--- config.mk ---
export PLATFORM = sky130hd
export DESIGN_NAME = reset_source_flag_logic
export DESIGN_NICKNAME = d
export VERILOG_FILES = /design/src/reset_ctrl_pkg.sv /design/src/reset_source_flag_logic.sv
export VERILOG_INCLUDE_DIRS = /design/src /design/src/src
export SDC_FILE = /design/constraint.sdc
export NUM_CORES = 1
export LEC_CHECK = 0
export BUFFER_PORTS_ARGS = -buffer_cell sky130_fd_sc_hd__buf_2
export CAP_MARGIN = 0
export CELL_PAD_IN_SITES_DETAIL_PLACEMENT = 1
export CELL_PAD_IN_SITES_GLOBAL_PLACEMENT = 1
export CORE_ASPECT_RATIO = 1.75
export CORE_UTILIZATION = 33
export DETAILED_ROUTE_END_ITERATION = 10
export PLACE_DENSITY_LB_ADDON = 0.1
export SLEW_MARGIN = 30
export SYNTH_ARGS = -nofsm -noshare
export SYNTH_HDL_FRONTEND = slang
export SYNTH_SLANG_ARGS = --single-unit
--- constraint.sdc ---
create_clock -name pclk -period 2 [get_ports pclk]
set_input_delay 0.3 -clock pclk [delete_from_list [all_inputs] [get_ports pclk]]
set_output_delay 0.3 -clock pclk [all_outputs]
set_load 0.01 [all_outputs]
--- src/reset_ctrl_map.svh ---
// Register offsets, field positions, reset values and timing counts of the reset controller.
`ifndef RESET_CTRL_MAP_SVH
`define RESET_CTRL_MAP_SVH

// ----------------------------------------------------------------------------
// Register indices; the byte address is four times the index.
// ----------------------------------------------------------------------------
`define IDX_POWER_CONTROL 10'h087
`define IDX_RESET_CAUSE 10'h096
`define IDX_WATCHDOG_CONTROL 10'h0aa
`define IDX_POWER_MONITOR 10'h0ac
`define IDX_RESET_CTRL 10'h0c0
`define IDX_IRQ_STATUS 10'h0c1
`define IDX_IRQ_MASK 10'h0c2
`define ADDR_OF(idx) ({idx, 2'b00})

// ----------------------------------------------------------------------------
// Field positions
// ----------------------------------------------------------------------------
`define POS_COLD_START 4
`define POS_DROOP_RESET 2
`define POS_SOFT_RESET 0
`define POS_WATCHDOG_RESET 3
`define POS_DETECT_ENABLE 7
`define POS_RESET_ENABLE 4
`define POS_DROOP_EVENT 3
`define POS_DROOP_STATUS 0
`define POS_CFG_DETECT 7
`define POS_CFG_RESET 4

// ----------------------------------------------------------------------------
// Reset values and timing
// ----------------------------------------------------------------------------
`define RST_BYTE 8'h00
`define HOLD_TIME_NS 20
`define CLK_PERIOD_NS 10
`define HOLD_CYCLES ((`HOLD_TIME_NS + `CLK_PERIOD_NS - 1) / `CLK_PERIOD_NS)

`endif

--- src/reset_ctrl_pkg.sv ---
// Types shared by the reset controller.
package reset_ctrl_pkg;

    // Cause latched for the reset currently being applied.
    typedef enum logic [2:0] {
        CAUSE_NONE,
        CAUSE_POWER_ON,
        CAUSE_PIN,
        CAUSE_SOFT,
        CAUSE_WATCHDOG,
        CAUSE_DROOP
    } cause_e;

    // Sequencer phases.
    typedef enum logic [1:0] {
        ST_POWER_HOLD,
        ST_RUN,
        ST_IN_RESET
    } phase_e;

endpackage : reset_ctrl_pkg

--- src/reset_source_flag_logic.sv ---
// Reset source merging and reset-cause flag registers behind an APB slave.
//
// How it works
// - Five sources all drive one system reset.
// - Ordinary registers reload; only flags depend on source.
// - Cold-start flag set when power-on completes.
// - Other resets keep cold-start; software clears it.
// - Droop reset sets droop-reset flag.
// - Droop-reset flag kept except by power-on.
// - Software clears droop-reset flag by writing zero.
// - Soft reset sets soft-reset flag, software clears.
// - Watchdog reset sets watchdog flag, software clears.
// - Supply low holds core reset, no fetch.
// - Supply good: oscillator, release, fetch 0000H.
// - Data RAM not cleared by power-on.
// - Droop resets only when reset enable set.
// - Droop event flag loaded by table.
// - Enables reload from configuration bits 7, 4.
`timescale 1ns/1ns
`include "reset_ctrl_map.svh"

module reset_source_flag_logic
    import reset_ctrl_pkg::*;
(
    input wire logic pclk, // APB and system clock.
    input wire logic presetn, // Asynchronous bus reset, active low.
    input wire logic [11:0] paddr, // APB byte address.
    input wire logic psel, // APB select.
    input wire logic penable, // APB access phase.
    input wire logic pwrite, // APB direction, high for write.
    input wire logic [31:0] pwdata, // APB write data.
    input wire logic [3:0] pstrb, // APB byte strobes.
    output logic [31:0] prdata, // APB read data.
    output logic pready, // APB ready.
    output logic pslverr, // APB error for unmapped address.
    input wire logic supply_above_por, // Power-on reference: supply good.
    input wire logic supply_below_droop, // Droop comparator: supply under trigger.
    input wire logic reset_pin, // External reset pin, active high.
    input wire logic watchdog_timeout, // Watchdog time-out pulse.
    input wire logic [7:0] config_byte_two, // Configuration byte.
    output logic system_reset, // Merged system reset, active high.
    output logic osc_enable, // Selected oscillator run enable.
    output logic fetch_enable, // Program fetch allowed.
    output logic [15:0] fetch_address, // Start address of instruction fetch.
    output logic irq // Level interrupt.
);

    // ------------------------------------------------------------------------
    // State
    // ------------------------------------------------------------------------
    typedef struct packed {
        phase_e phase;
        cause_e cause;
        logic [1:0] hold;
        logic [1:0] pin_count;
        logic [7:0] power_control;
        logic [7:0] reset_cause_status;
        logic [7:0] watchdog_control;
        logic [7:0] power_monitor_control;
        logic [2:0] irq_status;
        logic [2:0] irq_mask;
        logic droop_prev;
        logic [31:0] prdata;
        logic pready;
        logic pslverr;
        logic system_reset;
        logic osc_enable;
        logic fetch_enable;
        logic irq;
    } state_s;

    state_s r;
    state_s next_r;

    // Write strobe of the low byte in the access phase.
    function automatic logic wr_hit(input logic [11:0] a, input logic [9:0] idx);
        wr_hit = psel && penable && pwrite && pstrb[0] && (a == {idx, 2'b00});
    endfunction : wr_hit

    logic [7:0] wbyte;
    logic rd_mapped;
    logic soft_req;
    logic droop_req;
    logic droop_edge;

    assign wbyte = pwdata[7:0];

    // ------------------------------------------------------------------------
    // Next state
    // ------------------------------------------------------------------------
    always_comb begin
        next_r = r;
        soft_req = 1'b0;
        droop_edge = supply_below_droop && !r.droop_prev;
        // Droop only resets with detection and reset enabled.
        droop_req = supply_below_droop && r.power_monitor_control[`POS_RESET_ENABLE]
            && r.power_monitor_control[`POS_DETECT_ENABLE];
        next_r.droop_prev = supply_below_droop;
        next_r.pready = 1'b0;
        next_r.pslverr = 1'b0;
        next_r.prdata = 32'h0000_0000;
        rd_mapped = 1'b1;
        // Pin must be seen high for the hold count before it counts as a reset.
        if (reset_pin) begin
            if (r.pin_count != 2'(`HOLD_CYCLES)) begin
                next_r.pin_count = r.pin_count + 2'h1;
            end
        end else begin
            next_r.pin_count = 2'h0;
        end
        // Register bus; ready rises in the cycle after the first access cycle.
        if (psel && penable && !r.pready) begin
            next_r.pready = 1'b1;
            unique case (paddr)
                `ADDR_OF(`IDX_POWER_CONTROL): next_r.prdata = {24'h0, r.power_control};
                `ADDR_OF(`IDX_RESET_CAUSE): next_r.prdata = {24'h0, r.reset_cause_status};
                `ADDR_OF(`IDX_WATCHDOG_CONTROL): next_r.prdata = {24'h0, r.watchdog_control};
                `ADDR_OF(`IDX_POWER_MONITOR): begin
                    next_r.prdata = {24'h0, r.power_monitor_control[7:1],
                        supply_below_droop && r.power_monitor_control[`POS_DETECT_ENABLE]};
                end
                `ADDR_OF(`IDX_RESET_CTRL): next_r.prdata = 32'h0000_0000;
                `ADDR_OF(`IDX_IRQ_STATUS): next_r.prdata = {29'h0, r.irq_status};
                `ADDR_OF(`IDX_IRQ_MASK): next_r.prdata = {29'h0, r.irq_mask};
                default: rd_mapped = 1'b0;
            endcase
            next_r.pslverr = !rd_mapped;
            if (r.phase == ST_RUN && !r.pready) begin
                if (wr_hit(paddr, `IDX_POWER_CONTROL)) begin
                    next_r.power_control = wbyte & 8'h9f;
                end
                if (wr_hit(paddr, `IDX_RESET_CAUSE)) begin
                    next_r.reset_cause_status = wbyte & 8'h05;
                end
                if (wr_hit(paddr, `IDX_WATCHDOG_CONTROL)) begin
                    next_r.watchdog_control = wbyte & 8'hdf;
                end
                if (wr_hit(paddr, `IDX_POWER_MONITOR)) begin
                    next_r.power_monitor_control = wbyte & 8'h9e;
                end
                if (wr_hit(paddr, `IDX_RESET_CTRL)) begin
                    soft_req = wbyte[0];
                end
                if (wr_hit(paddr, `IDX_IRQ_MASK)) begin
                    next_r.irq_mask = wbyte[2:0];
                end
            end
        end
        // Status bits: set wins over write-one-to-clear.
        if (r.phase == ST_RUN && wr_hit(paddr, `IDX_IRQ_STATUS) && !r.pready) begin
            next_r.irq_status = r.irq_status & ~wbyte[2:0];
        end
        if (droop_edge && r.power_monitor_control[`POS_DETECT_ENABLE]) begin
            next_r.power_monitor_control[`POS_DROOP_EVENT] = 1'b1;
            next_r.irq_status[0] = 1'b1;
        end
        // Reset sequencing.
        unique case (r.phase)
            ST_POWER_HOLD: begin
                if (supply_above_por) begin
                    next_r.phase = ST_IN_RESET;
                    next_r.cause = CAUSE_POWER_ON;
                    next_r.osc_enable = 1'b1;
                    next_r.hold = 2'h0;
                end
            end
            ST_RUN: begin
                // All five sources merge into one reset.
                if (!supply_above_por) begin
                    next_r.phase = ST_POWER_HOLD;
                    next_r.osc_enable = 1'b0;
                end else if (droop_req || r.pin_count == 2'(`HOLD_CYCLES) || soft_req
                        || watchdog_timeout) begin
                    next_r.phase = ST_IN_RESET;
                    next_r.hold = 2'h0;
                    next_r.cause = droop_req ? CAUSE_DROOP : watchdog_timeout ? CAUSE_WATCHDOG
                        : soft_req ? CAUSE_SOFT : CAUSE_PIN;
                end
            end
            ST_IN_RESET: begin
                if (!supply_above_por) begin
                    next_r.phase = ST_POWER_HOLD;
                    next_r.osc_enable = 1'b0;
                end else if (r.hold != 2'h1 || reset_pin
                        || (r.cause == CAUSE_DROOP && supply_below_droop)) begin
                    next_r.hold = 2'h1;
                end else begin
                    // Release: ordinary registers reload, flags by cause.
                    next_r.phase = ST_RUN;
                    next_r.watchdog_control = r.watchdog_control & 8'h08;
                    next_r.power_control = r.power_control & 8'h10;
                    next_r.irq_status = 3'h0;
                    next_r.irq_mask = 3'h0;
                    next_r.power_monitor_control = `RST_BYTE;
                    next_r.power_monitor_control[`POS_DETECT_ENABLE] =
                        config_byte_two[`POS_CFG_DETECT];
                    next_r.power_monitor_control[`POS_RESET_ENABLE] =
                        config_byte_two[`POS_CFG_RESET];
                    // Droop event reload table.
                    next_r.power_monitor_control[`POS_DROOP_EVENT] =
                        config_byte_two[`POS_CFG_DETECT] && ((r.cause == CAUSE_DROOP
                        && config_byte_two[`POS_CFG_RESET]) || !config_byte_two[`POS_CFG_RESET]
                        && !supply_below_droop);
                    if (r.cause == CAUSE_POWER_ON) begin
                        next_r.power_control[`POS_COLD_START] = 1'b1;
                        next_r.reset_cause_status = 8'h00;
                        next_r.watchdog_control = 8'h00;
                    end
                    if (r.cause == CAUSE_DROOP) begin
                        next_r.reset_cause_status[`POS_DROOP_RESET] = 1'b1;
                    end
                    if (r.cause == CAUSE_SOFT) begin
                        next_r.reset_cause_status[`POS_SOFT_RESET] = 1'b1;
                    end
                    if (r.cause == CAUSE_WATCHDOG) begin
                        next_r.watchdog_control[`POS_WATCHDOG_RESET] = 1'b1;
                    end
                    next_r.irq_status[1] = 1'b1;
                    next_r.cause = CAUSE_NONE;
                end
            end
        endcase
        next_r.system_reset = (next_r.phase != ST_RUN);
        next_r.fetch_enable = (next_r.phase == ST_RUN);
        next_r.irq = |(next_r.irq_status & next_r.irq_mask);
    end

    // ------------------------------------------------------------------------
    // Registers; data RAM is elsewhere and not touched by any reset.
    // ------------------------------------------------------------------------
    always_ff @(posedge pclk or negedge presetn) begin
        if (!presetn) begin
            r <= '{phase: ST_POWER_HOLD, cause: CAUSE_NONE, system_reset: 1'b1,
                default: '0};
        end else begin
            r <= next_r;
        end
    end

    assign prdata = r.prdata;
    assign pready = r.pready;
    assign pslverr = r.pslverr;
    assign system_reset = r.system_reset;
    assign osc_enable = r.osc_enable;
    assign fetch_enable = r.fetch_enable;
    assign fetch_address = 16'h0000;
    assign irq = r.irq;
endmodule : reset_source_flag_logic

==> run summary <==
The run finished with clean final reports. Once the floorplan was initialized, standard cells occupied 34.3% of the core. The share of synthesized registers carrying an async set or reset was 100%.

The worst-case IR drop observed on VDD is 0.484 mV. In the post-synthesis netlist, the biggest area contributors are dfrtp_1 (45%), buf_4 (11%), a21oi_1 (4.6%). Entering global routing, the biggest net connects 42 pins. Dividing the final minimum period by the clock period gives 98.2%. The setup check on the worst reg-to-reg path leaves a slack of 40 ps. Critical path arrival: 2170 ps. The critical path goes through inv_2 > ha_4 > nand3_4 > nor4_4 > buf_4 > nand3_4 > mux2i_2 > nor3_1 > a311o_1. The sequential cells in the finished layout cover a total of 1500 sq um. For the final database, setup skew stands at 6.52 ps. The number of I/O pins came out at 119.

Tracing the worst setup path back leads to its startpoint at r[85]. Cell with the biggest individual delay on the critical path: dfrtp_1. The average cell area after synthesis was 9.73 sq um; the number of instances in the synthesized netlist was 338. Count of cells along the worst hold path: 1. Reg-to-reg critical path startpoint: r[85]. Dividing total power by cell area gives a power density of 947 nW/um^2.

Dominant synthesized flop cell: dfrtp_1. The tools report the worst setup slack after placement as -315 ps. Setup repair after global routing could not meet its margin everywhere.

After the flow finishes, the layout carries non-filler instances totaling 545. The run gives 5 as the first-pass iteration count of the detailed router. The tools report the worst hold slack as 203 ps. The largest driver fanout on the critical path was 6; the die outline height was 134 microns. Max-cap violations in this run came to 0. At the end of the flow, the number of nets in the layout was 487. The die covers 10,400 sq um.

The mapped netlist covers 3290 sq um. The global placement routability congestion is 0.818, and the global-route congestion overflow total is 0. For hold timing, the worst endpoint is r[38]. For the number of cell rows, the log shows 47.

Summed over all nets, the half-perimeter wirelength after detailed placement is 6860 microns. During synthesis, Yosys emitted a total of 0 warnings. The post-CTS clock slew at the launch and capture registers of the worst setup and hold paths was 50 ps. For the pin with the worst max-slew slack, the measured transition is 518 ps.

For the combined area of the multi-input logic cells, the log shows 1600 sq um. The logs give 2200 ps for the required arrival time at the worst endpoint and 9250 microns for the final routed wirelength across all metal layers. Post-synthesis sequential element count: 60. Dividing the detail-routed wire length by the instance count gives 17.0 microns. 0 antenna diodes ended up in the layout. The fill cell total of the finished layout was 1,144.

In the final timing run, aggregate negative setup slack is 0 ps. The TritonCTS buffer count was 9; the maximum frequency from static timing analysis was 0.509 GHz. The tools report the post-route DRC violation count as 0. The startpoint-to-endpoint class of the critical path is reg -> reg. The worst path meets setup with 36.9 ps of slack. The number of levels the H-tree was split into is 3, and the count of buffers from port buffering is 44. The kind of cell with the highest combined delay along the critical path is simple AND/OR/NAND/NOR gates.

The startpoint class of the critical path was a flop. The number of global-route vias before repair is 2,872, and the layout cell share with drive strength beyond 1 is 31.7%. The area overhead of the layout relative to synthesis came out at 27.0%.

The count of flip-flops with a built-in enable after synthesis is 0. The class of the most critical hold timing path was in -> reg. STA classifies the critical path endpoint as a flop.

After detailed routing, the number of vias per cell comes to 4.97. The detail route stage leaves a number of antenna-violating nets equal to 0. In this run the biggest area consumer among cell types represents 44.9% of the synthesized area. Summed over all instances, the cell type with the most area after synthesis is dfrtp_1. The maximum root-to-sink buffer count is 2, and the stage delay of the slowest cell on the critical path is 390 ps. In this run, the number of DRC markers left after iteration 0 of detailed routing was 139. The run gives 0 as the final max-slew violation count.

The all-layer global routing usage came out at 18.8%. TritonCTS built the clock tree. The clock period could shrink to 1960 ps. The routed layout has 2,707 vias. Setup violations remaining at the end of the flow were counted as 0. The number of cells on the worst reg-to-reg path is 9. After synthesis, the netlist uses 54 different library cells. The die boundary width was 77.5 microns. The endpoint identified for the worst register-to-register timing path is irq. The total number of clock tree sinks is 60, and the global-route wire length before repair is 14,800 microns.

The leakage power came out at 1.97 nW. The logs give 330 ps for the latest clock arrival within the worst-skew pair and 0 for the final count of hold timing violations. The critical path contains buffers and inverters numbering 2 combined. Sequential elements use 45.7% of the synthesized area. The total area inside the core boundary comes to 9590 sq um. The startpoint identified for the worst hold timing path is supply_below_droop. Once placement completed, the tool counted placed cells totaling 525.

The design draws 0.00396 W. The worst pin sits at a relative slew slack of 65.5%. The initial antenna violation count came out at 0. In this run the clock root is driven by a clkbuf_16. The most numerous cell type found on the critical path is nand3_4.
## synthesized netlist by cell type (4+ instances only)
| cell | number |
|---|---|
| dfrtp_1 | 59 |
| buf_4 | 49 |
| a21oi_1 | 30 |
| nand2_1 | 29 |
| a22oi_1 | 16 |
| nand3_1 | 16 |
| nor2_1 | 16 |
| and2_1 | 9 |
| and3_1 | 9 |
| inv_1 | 9 |
| mux2i_1 | 9 |
| a31oi_1 | 6 |
| clkbuf_1 | 6 |
| nand3b_1 | 5 |
| o21ai_0 | 5 |
| buf_2 | 4 |
| ha_1 | 4 |
| nor2b_1 | 4 |
| nor3_1 | 4 |
## cells in the final DEF, fill, tap and decap left out, types with 14 or more instances in the layout
master / count
nand2_1: 29
nor2_1: 16
buf_2: 44
conb_1: 40
a21oi_1: 28
buf_4: 41
dfrtp_1: 59
nand3_1: 14
a22oi_1: 16
## flip-flops by register name, indices dropped and copies added, names as in the netlist
register,cells
fetch_enable,1
irq,1
osc_enable,1
prdata,8
pready,1
pslverr,1
r,46
system_reset,1
## cell families after synthesis
| kind of cell | count (synthesis) | share of synthesized area [%] |
|---|---|---|
| mux | 12 | 3.77 |
| other cells | 1 | 0.114 |
| fa+ha+maj | 4 | 1.52 |
| compound gates | 78 | 15.3 |
| buf+inv | 68 | 13.5 |
| xor+xnor | 1 | 0.266 |
| flops | 60 | 45.7 |
| simple gates | 114 | 19.9 |
## worst register-to-register path, delay by kind of cell, from the launching register on
family	cells	cell delay [ps]
fa+ha+maj	1	140
buf+inv	2	280
mux	1	220
simple gates	4	490
flops	1	390
compound gates	1	330
## per-stage QoR
stage | area [sq um] | util [%]
6_report | 4180 | 43.6
5_1_grt | 4180 | 43.6
4_1_cts | 4100 | 42.7
3_5_place_dp | 3750 | 39.1
3_3_place_gp | 3750 | 39.1
2_1_floorplan | 3440 | -
## worst max path at each step
stage,slack [ps],to,cells past startpoint
finish,40,irq,9
floorplan,-70,r[81],5
CTS,20,r[83],8
detailed placement,-320,r[81],7
global route,-40,irq,9
global placement,-330,r[83],7
## power by group
part	switching, W	internal [W]	total, W	leakage, nW
Combinational	0.000511	0.000407	0.000918	1.03
Sequential	0.000134	0.00137	0.00151	0.800
Clock	0.000565	0.000963	0.00153	0.139
## layer usage
| metal | GRT usage [%] | part of all wire [%] | vias up |
|---|---|---|---|
| met2 | 36.7 | 56 | 56 |
| li1 | - | - | 1277 |
| met5 | 0 | 0 | - |
| met1 | 19.5 | 39 | 1359 |
| met3 | 2.31 | 2.3 | 15 |
| met4 | 7.86 | 1.8 | 0 |
## layout make-up
| cell class | count | area share, % |
|---|---|---|
| well taps | 122 | 3.65 |
| inverters | 9 | 0.809 |
| clock inverters | 6 | 1.53 |
| clock buffers | 10 | 5.48 |
| multi-input cells | 249 | 38.2 |
| repair buffers | 89 | 14.3 |
| flip-flops and latches | 60 | 36.0 |
## what timing repair did
item	CTS	global route
endpoints found under the setup margin	11	14
pin swaps	3	6
buffers inserted	1	2
endpoints found under the hold margin	18	0
hold buffers	1	0
gates resized for setup	7	15
No activity file was read; power rests on OpenSTA's default activity.
